File: src/core/tpc_defs.svh
`ifndef TPC_DEFS_SVH
`define TPC_DEFS_SVH

// register indexes; byte address is four times the index
`define TPC_IDX_TIMER_COUNT  6'h01
`define TPC_IDX_CMP_CONTROL  6'h07
`define TPC_IDX_TIMER_SETUP  6'h08
`define TPC_IDX_WDT_CONTROL  6'h09

// reset values
`define TPC_RST_TIMER_COUNT  8'h00
`define TPC_RST_CMP_CONTROL  8'hFF
`define TPC_RST_TIMER_SETUP  8'hFF

// comparator control: bit 7 is read-only
`define TPC_CMP_RW_MASK      8'h7F
// watchdog control: write-1 clear strobe position
`define TPC_WDT_CLEAR_BIT    0

// instruction cycle = this many ref_clk periods
`define TPC_CYC_DIV          4
// cycles with counting held off after a timer_count write
`define TPC_WR_INHIBIT       2'd2

`define TPC_RESP_OKAY        2'h0
`define TPC_RESP_SLVERR      2'h2

`endif

File: src/core/tpc_pkg.sv
`default_nettype none
package tpc_pkg;

  typedef struct packed {
    logic       wake_pin_disable;
    logic       pullup_disable;
    logic       count_source_select;
    logic       edge_select;
    logic       prescaler_assign;
    logic [2:0] prescale_ratio;
  } tpc_setup_t;

  typedef struct packed {
    logic compare_result;
    logic compare_pin_disable;
    logic output_polarity;
    logic compare_as_timer_clock;
    logic comparator_on;
    logic negative_reference_select;
    logic positive_reference_select;
    logic compare_wake_disable;
  } tpc_cmp_ctl_t;

  typedef enum logic [1:0] {
    TPC_SRC_CYCLE,
    TPC_SRC_PIN,
    TPC_SRC_COMPARE
  } tpc_src_t;

endpackage
`default_nettype wire

File: src/core/tpc_timer.sv
// Implementation choice: register access over AXI4-Lite.
`timescale 1ns/1ns
`default_nettype none
`include "tpc_defs.svh"
module tpc_timer
  import tpc_pkg::*;
#(
  parameter int CYC_DIV = `TPC_CYC_DIV
) (
  input  wire logic       ref_clk,
  input  wire logic       rstn,
  input  wire logic [7:0] s_axi_awaddr,
  input  wire logic       s_axi_awvalid,
  output logic            s_axi_awready,
  input  wire logic [31:0] s_axi_wdata,
  input  wire logic [3:0] s_axi_wstrb,
  input  wire logic       s_axi_wvalid,
  output logic            s_axi_wready,
  output logic [1:0]      s_axi_bresp,
  output logic            s_axi_bvalid,
  input  wire logic       s_axi_bready,
  input  wire logic [7:0] s_axi_araddr,
  input  wire logic       s_axi_arvalid,
  output logic            s_axi_arready,
  output logic [31:0]     s_axi_rdata,
  output logic [1:0]      s_axi_rresp,
  output logic            s_axi_rvalid,
  input  wire logic       s_axi_rready,
  input  wire logic       external_count_input,
  input  wire logic       compare_raw,
  input  wire logic       watchdog_osc,
  output logic            comparator_output_line,
  output logic            shared_output_pin_out,
  output logic            shared_output_pin_oe,
  output logic            shared_output_pin_input,
  output logic            comparator_enable,
  output logic            negative_reference_select,
  output logic            positive_reference_select,
  output logic            compare_wake,
  output logic            watchdog_tick,
  output logic            watchdog_clear_op
);
  tpc_setup_t   setup;
  tpc_cmp_ctl_t cmp_ctl;
  logic [7:0]   timer_count;
  logic [1:0]   inhibit_cnt;
  logic [$clog2(CYC_DIV)-1:0] cyc_cnt;
  logic         cyc_en;

  // cycle divider
  assign cyc_en = (cyc_cnt == ($clog2(CYC_DIV))'(CYC_DIV - 1));

  always_ff @(posedge ref_clk or negedge rstn) begin
    if (!rstn) begin
      cyc_cnt <= '0;
    end else begin
      cyc_cnt <= cyc_en ? '0 : cyc_cnt + 1'b1;
    end
  end

  // pin-side inputs
  logic [2:0] sync_lvl;
  tpc_sync3 #(.W(3)) u_sync (
    .ref_clk  (ref_clk),
    .rstn     (rstn),
    .async_in ({watchdog_osc, compare_raw, external_count_input}),
    .level    (sync_lvl)
  );

  logic pin_q;
  logic line_q;
  logic wdo_q;
  logic cmp_on;
  logic cmp_res;
  logic pin_edge;
  logic line_edge;
  logic wdt_edge;

  assign cmp_on  = cmp_ctl.comparator_on;
  assign cmp_res = cmp_on & sync_lvl[1];
  assign comparator_output_line = cmp_res ^ ~cmp_ctl.output_polarity & cmp_on;

  // edge_select 0 -> rising, 1 -> falling
  assign pin_edge  = setup.edge_select ? (pin_q & ~sync_lvl[0])
                                       : (~pin_q & sync_lvl[0]);
  assign line_edge = setup.edge_select ? (line_q & ~comparator_output_line)
                                       : (~line_q & comparator_output_line);
  assign wdt_edge  = ~wdo_q & sync_lvl[2];

  always_ff @(posedge ref_clk or negedge rstn) begin
    if (!rstn) begin
      pin_q  <= 1'b0;
      line_q <= 1'b0;
      wdo_q  <= 1'b0;
    end else begin
      pin_q  <= sync_lvl[0];
      line_q <= comparator_output_line;
      wdo_q  <= sync_lvl[2];
    end
  end

  // wake pulse only while comparator runs and wake is enabled
  assign compare_wake = cmp_on & ~cmp_ctl.compare_wake_disable
                        & (line_q ^ comparator_output_line);

  // timer source: comparator bits count only while it is on
  tpc_src_t src;
  logic     src_tick;
  assign src = (cmp_on && !cmp_ctl.compare_as_timer_clock) ? TPC_SRC_COMPARE
             : setup.count_source_select ? TPC_SRC_PIN : TPC_SRC_CYCLE;
  assign src_tick = (src == TPC_SRC_COMPARE) ? line_edge
                  : (src == TPC_SRC_PIN) ? pin_edge : cyc_en;

  // shared prescaler
  logic pre_in;
  logic pre_out;
  logic pre_clr;
  logic timer_adv;
  logic wr_timer;
  logic wr_cmp;
  logic wr_setup;
  logic wr_wdt;
  logic [7:0] wdat;

  assign pre_in        = setup.prescaler_assign ? wdt_edge : src_tick;
  assign timer_adv     = setup.prescaler_assign ? src_tick : pre_out;
  assign watchdog_tick = setup.prescaler_assign ? pre_out : wdt_edge;
  // a timer write also restarts the prescaler when it belongs to the timer
  assign pre_clr = watchdog_clear_op | (wr_timer & ~setup.prescaler_assign);

  tpc_prescaler u_pre (
    .ref_clk  (ref_clk),
    .rstn     (rstn),
    .tick     (pre_in),
    .clear    (pre_clr),
    .ratio    (setup.prescale_ratio),
    .out_tick (pre_out)
  );

  // counter with post-write hold-off
  always_ff @(posedge ref_clk or negedge rstn) begin
    if (!rstn) begin
      timer_count <= `TPC_RST_TIMER_COUNT;
      inhibit_cnt <= 2'd0;
    end else if (wr_timer) begin
      timer_count <= wdat;
      inhibit_cnt <= `TPC_WR_INHIBIT;
    end else begin
      if (cyc_en && inhibit_cnt != 2'd0) begin
        inhibit_cnt <= inhibit_cnt - 2'd1;
      end
      if (timer_adv && inhibit_cnt == 2'd0) begin
        timer_count <= timer_count + 8'h01;
      end
    end
  end

  // pin and analog control outputs
  assign shared_output_pin_oe    = cmp_on & ~cmp_ctl.compare_pin_disable;
  assign shared_output_pin_out   = comparator_output_line;
  assign shared_output_pin_input = ~shared_output_pin_oe & setup.count_source_select;
  assign comparator_enable         = cmp_on;
  assign negative_reference_select = cmp_on & cmp_ctl.negative_reference_select;
  assign positive_reference_select = cmp_on & cmp_ctl.positive_reference_select;

  // register bus: write path, address and data in either order
  logic       aw_hold;
  logic       w_hold;
  logic [5:0] aw_idx;
  logic [7:0] w_data;
  logic       w_lane0;
  logic       do_wr;
  logic       wr_map;

  assign s_axi_awready = ~aw_hold & ~s_axi_bvalid;
  assign s_axi_wready  = ~w_hold & ~s_axi_bvalid;
  assign do_wr  = aw_hold & w_hold & ~s_axi_bvalid;
  assign wr_map = (aw_idx == `TPC_IDX_TIMER_COUNT) || (aw_idx == `TPC_IDX_CMP_CONTROL)
               || (aw_idx == `TPC_IDX_TIMER_SETUP) || (aw_idx == `TPC_IDX_WDT_CONTROL);
  assign wdat     = w_data;
  // no index reaches the prescaler count
  assign wr_timer = do_wr & w_lane0 & (aw_idx == `TPC_IDX_TIMER_COUNT);
  assign wr_cmp   = do_wr & w_lane0 & (aw_idx == `TPC_IDX_CMP_CONTROL);
  assign wr_setup = do_wr & w_lane0 & (aw_idx == `TPC_IDX_TIMER_SETUP);
  assign wr_wdt   = do_wr & w_lane0 & (aw_idx == `TPC_IDX_WDT_CONTROL);

  always_ff @(posedge ref_clk or negedge rstn) begin
    if (!rstn) begin
      aw_hold <= 1'b0;
      w_hold  <= 1'b0;
      aw_idx  <= 6'h00;
      w_data  <= 8'h00;
      w_lane0 <= 1'b0;
    end else begin
      if (s_axi_awvalid && s_axi_awready) begin
        aw_hold <= 1'b1;
        aw_idx  <= s_axi_awaddr[7:2];
      end else if (do_wr) begin
        aw_hold <= 1'b0;
      end
      if (s_axi_wvalid && s_axi_wready) begin
        w_hold  <= 1'b1;
        w_data  <= s_axi_wdata[7:0];
        w_lane0 <= s_axi_wstrb[0];
      end else if (do_wr) begin
        w_hold <= 1'b0;
      end
    end
  end

  always_ff @(posedge ref_clk or negedge rstn) begin
    if (!rstn) begin
      s_axi_bvalid <= 1'b0;
      s_axi_bresp  <= `TPC_RESP_OKAY;
    end else if (do_wr) begin
      s_axi_bvalid <= 1'b1;
      s_axi_bresp  <= wr_map ? `TPC_RESP_OKAY : `TPC_RESP_SLVERR;
    end else if (s_axi_bready) begin
      s_axi_bvalid <= 1'b0;
    end
  end

  // control registers; bit 7 of comparator control is live status
  logic [6:0] cmp_bits;
  // status bit gated from the stored enable so cmp_on never loops through cmp_ctl
  assign cmp_ctl = {sync_lvl[1] & cmp_bits[3], cmp_bits};

  always_ff @(posedge ref_clk or negedge rstn) begin
    if (!rstn) begin
      setup             <= `TPC_RST_TIMER_SETUP;
      cmp_bits          <= 7'(`TPC_RST_CMP_CONTROL);
      watchdog_clear_op <= 1'b0;
    end else begin
      if (wr_setup) begin
        setup <= wdat;
      end
      if (wr_cmp) begin
        cmp_bits <= 7'(wdat & `TPC_CMP_RW_MASK);
      end
      watchdog_clear_op <= wr_wdt & wdat[`TPC_WDT_CLEAR_BIT];
    end
  end

  // register bus: read path
  logic [5:0] ar_idx;
  logic [7:0] rd_val;
  logic       rd_map;
  assign s_axi_arready = ~s_axi_rvalid;
  assign ar_idx = s_axi_araddr[7:2];
  assign rd_map = (ar_idx == `TPC_IDX_TIMER_COUNT) || (ar_idx == `TPC_IDX_CMP_CONTROL)
               || (ar_idx == `TPC_IDX_TIMER_SETUP) || (ar_idx == `TPC_IDX_WDT_CONTROL);
  assign rd_val = (ar_idx == `TPC_IDX_TIMER_COUNT) ? timer_count
                : (ar_idx == `TPC_IDX_CMP_CONTROL) ? cmp_ctl
                : (ar_idx == `TPC_IDX_TIMER_SETUP) ? setup : 8'h00;

  always_ff @(posedge ref_clk or negedge rstn) begin
    if (!rstn) begin
      s_axi_rvalid <= 1'b0;
      s_axi_rdata  <= 32'h00000000;
      s_axi_rresp  <= `TPC_RESP_OKAY;
    end else if (s_axi_arvalid && s_axi_arready) begin
      s_axi_rvalid <= 1'b1;
      s_axi_rdata  <= {24'h000000, rd_val};
      s_axi_rresp  <= rd_map ? `TPC_RESP_OKAY : `TPC_RESP_SLVERR;
    end else if (s_axi_rready) begin
      s_axi_rvalid <= 1'b0;
    end
  end

  // checks
  property p_cycle_count;
    @(posedge ref_clk) disable iff (!rstn)
    (src == TPC_SRC_CYCLE && setup.prescaler_assign && cyc_en && inhibit_cnt == 2'd0
     && !wr_timer) |=> (timer_count == $past(timer_count) + 8'h01);
  endproperty
  a_cycle_count: assert property (p_cycle_count)
    else $error("timer missed an instruction cycle");

  property p_write_hold;
    @(posedge ref_clk) disable iff (!rstn)
    (wr_timer ##1 !wr_timer [*3]) |-> (timer_count == $past(timer_count, 2));
  endproperty
  a_write_hold: assert property (p_write_hold)
    else $error("timer moved right after a write");

  property p_pin_edge;
    @(posedge ref_clk) disable iff (!rstn)
    (src == TPC_SRC_PIN && $fell(sync_lvl[0]) && $past(setup.edge_select)
     && setup.edge_select) |-> $past(pin_edge) == 1'b0 ##0 pin_edge;
  endproperty
  a_pin_edge: assert property (p_pin_edge)
    else $error("falling pin edge not seen");

  property p_assign;
    @(posedge ref_clk) disable iff (!rstn)
    setup.prescaler_assign |-> (timer_adv == src_tick) && (pre_in == wdt_edge);
  endproperty
  a_assign: assert property (p_assign)
    else $error("prescaler shared by both users");

  property p_ratio;
    @(posedge ref_clk) disable iff (!rstn)
    (!setup.prescaler_assign && setup.prescale_ratio == 3'd0 && pre_out)
    |=> !pre_out;
  endproperty
  a_ratio: assert property (p_ratio)
    else $error("divide by two produced back to back ticks");

  property p_status_bit;
    @(posedge ref_clk) disable iff (!rstn)
    (s_axi_arvalid && s_axi_arready && ar_idx == `TPC_IDX_CMP_CONTROL)
    |=> s_axi_rdata[7] == $past(cmp_on & sync_lvl[1]);
  endproperty
  a_status_bit: assert property (p_status_bit)
    else $error("compare result read back wrong");

  property p_pin_drive;
    @(posedge ref_clk) disable iff (!rstn)
    shared_output_pin_oe |-> cmp_on && !cmp_ctl.compare_pin_disable
                             && !shared_output_pin_input;
  endproperty
  a_pin_drive: assert property (p_pin_drive)
    else $error("shared pin driven while disabled");

  property p_off;
    @(posedge ref_clk) disable iff (!rstn)
    !cmp_on |-> !shared_output_pin_oe && !compare_wake && src != TPC_SRC_COMPARE;
  endproperty
  a_off: assert property (p_off)
    else $error("comparator bits acted while off");

  property p_wrap;
    @(posedge ref_clk) disable iff (!rstn)
    (timer_count == 8'hFF && timer_adv && inhibit_cnt == 2'd0 && !wr_timer)
    |=> timer_count == 8'h00;
  endproperty
  a_wrap: assert property (p_wrap)
    else $error("timer did not wrap to zero");
endmodule // tpc_timer
`default_nettype wire

File: src/core/tpc_sync3.sv
`timescale 1ns/1ns
`default_nettype none
module tpc_sync3
  import tpc_pkg::*;
#(
  parameter int W = 1
) (
  input  wire logic         ref_clk,
  input  wire logic         rstn,
  input  wire logic [W-1:0] async_in,
  output var  logic [W-1:0] level
);
  logic [W-1:0] s1;
  logic [W-1:0] s2;
  logic [W-1:0] s3;

  genvar i;
  generate
    for (i = 0; i < W; i++) begin : g_bit
      // level moves only once the second and third stages agree
      always_ff @(posedge ref_clk or negedge rstn) begin
        if (!rstn) begin
          s1[i]    <= 1'b0;
          s2[i]    <= 1'b0;
          s3[i]    <= 1'b0;
          level[i] <= 1'b0;
        end else begin
          s1[i] <= async_in[i];
          s2[i] <= s1[i];
          s3[i] <= s2[i];
          if (s2[i] == s3[i]) begin
            level[i] <= s3[i];
          end
        end
      end
    end
  endgenerate
endmodule // tpc_sync3
`default_nettype wire

File: src/core/tpc_prescaler.sv
`timescale 1ns/1ns
`default_nettype none
module tpc_prescaler
  import tpc_pkg::*;
(
  input  wire logic       ref_clk,
  input  wire logic       rstn,
  input  wire logic       tick,
  input  wire logic       clear,
  input  wire logic [2:0] ratio,
  output logic            out_tick
);
  logic [7:0] count;
  logic [7:0] next_count;
  logic [7:0] mask;

  // ratio 0 divides by 2, ratio 7 by 256
  assign mask       = 8'hFF >> (3'd7 - ratio);
  assign next_count = count + 8'h01;
  assign out_tick   = tick && ((next_count & mask) == 8'h00);

  always_ff @(posedge ref_clk or negedge rstn) begin
    if (!rstn) begin
      count <= 8'h00;
    end else if (clear) begin
      count <= 8'h00;
    end else if (tick) begin
      count <= next_count;
    end
  end
endmodule // tpc_prescaler
`default_nettype wire

File: config.mk
export PLATFORM = sky130hd
export DESIGN_NAME = tpc_timer
export DESIGN_NICKNAME = d
export VERILOG_FILES = /design/src/core/tpc_pkg.sv /design/src/core/tpc_timer.sv /design/src/core/tpc_sync3.sv /design/src/core/tpc_prescaler.sv
export VERILOG_INCLUDE_DIRS = /design/src /design/src/core
export SDC_FILE = /design/constraint.sdc
export NUM_CORES = 1
export LEC_CHECK = 0
export BUFFER_PORTS_ARGS = -buffer_cell sky130_fd_sc_hd__clkbuf_2
export CELL_PAD_IN_SITES_DETAIL_PLACEMENT = 1
export CELL_PAD_IN_SITES_GLOBAL_PLACEMENT = 2
export CORE_MARGIN = 4
export CORE_UTILIZATION = 32
export DETAILED_ROUTE_END_ITERATION = 8
export PLACE_DENSITY = 0.86
export SYNTH_ARGS = -nofsm -noshare
export SYNTH_HDL_FRONTEND = slang
export SYNTH_SLANG_ARGS = --single-unit
File: constraint.sdc
create_clock -name ref_clk -period 3.55 [get_ports ref_clk]
set_input_delay 0.1775 -clock ref_clk [delete_from_list [all_inputs] [get_ports ref_clk]]
set_output_delay 0.1775 -clock ref_clk [all_outputs]
set_load 0.005 [all_outputs]
==> impl_metrics.json <==
{
  "ctsResizeCount": 0,
  "rr_endpoint": "timer_count[7]$_DFFE_PN0P_",
  "first_iter_violations": 155,
  "area_growth_pct": 17.2,
  "track_usage_pct": 14.3,
  "dieArea_um2": 14100,
  "p_per_area_nw_per_um2": 755,
  "end_kind": "register",
  "ys.flop_type": "dfrtp_1",
  "hp-class": "input pin to register",
  "grt_max_degree": 81,
  "antennaDiodeCount": 0,
  "postCtsHoldBufs": 4,
  "utilization_pct": 38.3,
  "async_reset_ff_share_pct": 100,
  "hold_path_end": "s_axi_bvalid$_DFFE_PN0P_",
  "finalHoldViolCount": 0,
  "outcome": "complete, no violations",
  "grt.overflow.total": 0,
  "setup_tns_ps": 0,
  "fin_nets": 489,
  "postCtsSetupBuffers": 0,
  "detailed_place_hpwl_um": 6890,
  "netlist_instances": 363,
  "cts_tree": "built",
  "cp.arrival_ps": 2930,
  "required_ps": 3820,
  "vias": 2947,
  "fin_worst_skew_ps": 14.3,
  "ys_types": 58,
  "clkLatencyLatePin_ps": 350,
  "hold_path_depth": 2,
  "root_buffer": "clkbuf_16",
  "mostFrequentLayoutCells": "dfrtp_1, clkbuf_2, nor2_1",
  "via_per_inst": 5.14,
  "cts_max_level": 3,
  "core-area_um2": 12000,
  "start_util_pct": 32.7,
  "io-pin-count": 113,
  "cts_buffers": 9,
  "cts_buffer_depth": 2,
  "worst_slew_pin_slew_ps": 1210,
  "avgSynthCellArea_um2": 10.8,
  "gp_congestion": 0.808,
  "num_rows": 40,
  "final_cells": 573,
  "final_common_cell": "dfrtp_1",
  "clkTransAtPathRegs_ps": 70,
  "die_w_um": 119,
  "antenna_left": 0,
  "maxSlewViolCount": 0,
  "grt_pass1_wl_um": 16100,
  "fin_crit_ps": 2660,
  "finalWirelength_um": 9570,
  "rr_worst_depth": 9,
  "placed_area_um2": 4250,
  "drive_above_1_share_pct": 29.3,
  "rsz0062_at_grt": "false",
  "start_kind": "register",
  "finalCritPeriodShare_pct": 75.0,
  "critPathMaxFanout": 10,
  "rrSetupSlack_ps": 890,
  "fmax_mhz": 375,
  "ys_seq_area_share_pct": 51.5,
  "irDropWorstVdd_mv": 0.304,
  "fin_area_um2": 4600,
  "antenna_found_initial": 0,
  "p_leak_nw": 1.97,
  "synthTopCellsByArea": "dfrtp_1, dfstp_2, mux2_2",
  "synth_top_area_share_pct": 41.4,
  "worst_hold_startpoint": "s_axi_bready",
  "yosysWarnings": 0,
  "first_global_vias": 3076,
  "wire_per_inst_um": 16.7,
  "firstDrtPassIters": 6,
  "place_inst": 553,
  "cap_violations": 0,
  "synth_edf_count": 0,
  "ys_ff_latch": 80,
  "drc": 0,
  "syn_area_um2": 3930,
  "dieHeight_um": 119,
  "clock_sinks": 80,
  "final-setup-viol-count": 0,
  "portBuffers": 55,
  "report.power.total_mw": 3.47,
  "worstSetupPathType": "register to register",
  "maxSlewHeadroom_pct": 19.0,
  "yosys.area.top_type": "dfrtp_1",
  "r2r_start": "cmp_bits[3]$_DFFE_PN1P_"
}
critical path, cell delays in order (launching register included):
cell	delay [ps]
dfstp_2	660
nand2_1	120
inv_1	160
ha_1	170
mux2i_1	60
and2b_1	300
o21ai_2	120
or2_2	360
or4_1	470
a31oi_1	160
cell type report:
class,count,area (um^2)
fillers,1355,7410
flip-flops and latches,80,2020
multi-input cells,260,1720
repair buffers,61,333
clock buffers,11,253
well taps,147,184
clock inverters,5,61.3
inverters,9,33.8
cell usage after synthesis, types with 5 or more instances:
master     n
dfrtp_1   65
nor2_1    36
mux2_2    29
buf_4     27
nand2_1   22
dfstp_2   15
a21oi_1   14
o21ai_0   14
nand3_1   11
clkbuf_1  10
inv_1      9
a222oi_1   7
a31oi_1    6
and2_1     6
ha_1       6
nand4_1    6
nor2b_1    5
nor3b_1    5
stage by stage:
step	worst slack (ps)	hold slack [ps]
2_1_floorplan	1100	-118
3_3_place_gp	952	287
3_5_place_dp	874	288
4_1_cts	866	11.9
5_1_grt	724	25.7
6_report	886	16.8
how the worst max path moves through the flow:
stage | endpoint | startpoint
final | timer_count[7]$_DFFE_PN0P_ | cmp_bits[3]$_DFFE_PN1P_
after global routing | timer_count[7]$_DFFE_PN0P_ | u_pre.count[0]$_DFFE_PN0P_
after CTS | timer_count[7]$_DFFE_PN0P_ | cmp_bits[3]$_DFFE_PN1P_
after detailed placement | timer_count[7]$_DFFE_PN0P_ | u_pre.count[0]$_DFFE_PN0P_
after global placement | timer_count[7]$_DFFE_PN0P_ | cmp_bits[3]$_DFFE_PN1P_
after floorplan | timer_count[7]$_DFFE_PN0P_ | u_pre.count[0]$_DFFE_PN0P_
power by group:
group / switching, mW / internal [mW] / leakage [nW]
registers: 0.316 / 1.24 / 0.942
clock network: 0.383 / 0.588 / 0.157
logic: 0.485 / 0.458 / 0.875
total: 1.18 / 2.29 / 1.97
cell families after synthesis:
| logic type | after synthesis | share of synthesized area, % |
|---|---|---|
| multiplexers | 30 | 8.58 |
| adder cells (fa/ha/maj) | 9 | 2.68 |
| AO/OA/AOI/OAI | 73 | 13.5 |
| AND/OR/NAND/NOR | 116 | 15.1 |
| other | 1 | 0.0955 |
| buffers and inverters | 48 | 7.20 |
| flip-flops | 80 | 51.5 |
| XOR/XNOR | 6 | 1.34 |
state kept, by name, summed over array words and instances (netlist names), 6 cells and up:
register	cells
u_pre.count	8
cmp_bits	7
setup	8
aw_idx	6
w_data	8
s_axi_rdata	8
timer_count	8
per-layer routing:
layer,vias up,routed length [um],GRT usage (%)
met3,11,442,2.82
met2,77,4400,22.3
met1,1480,4540,19.4
met5,-,0,0
li1,1379,-,-
met4,0,185,5.87
Power figures use the tool's default switching activity.
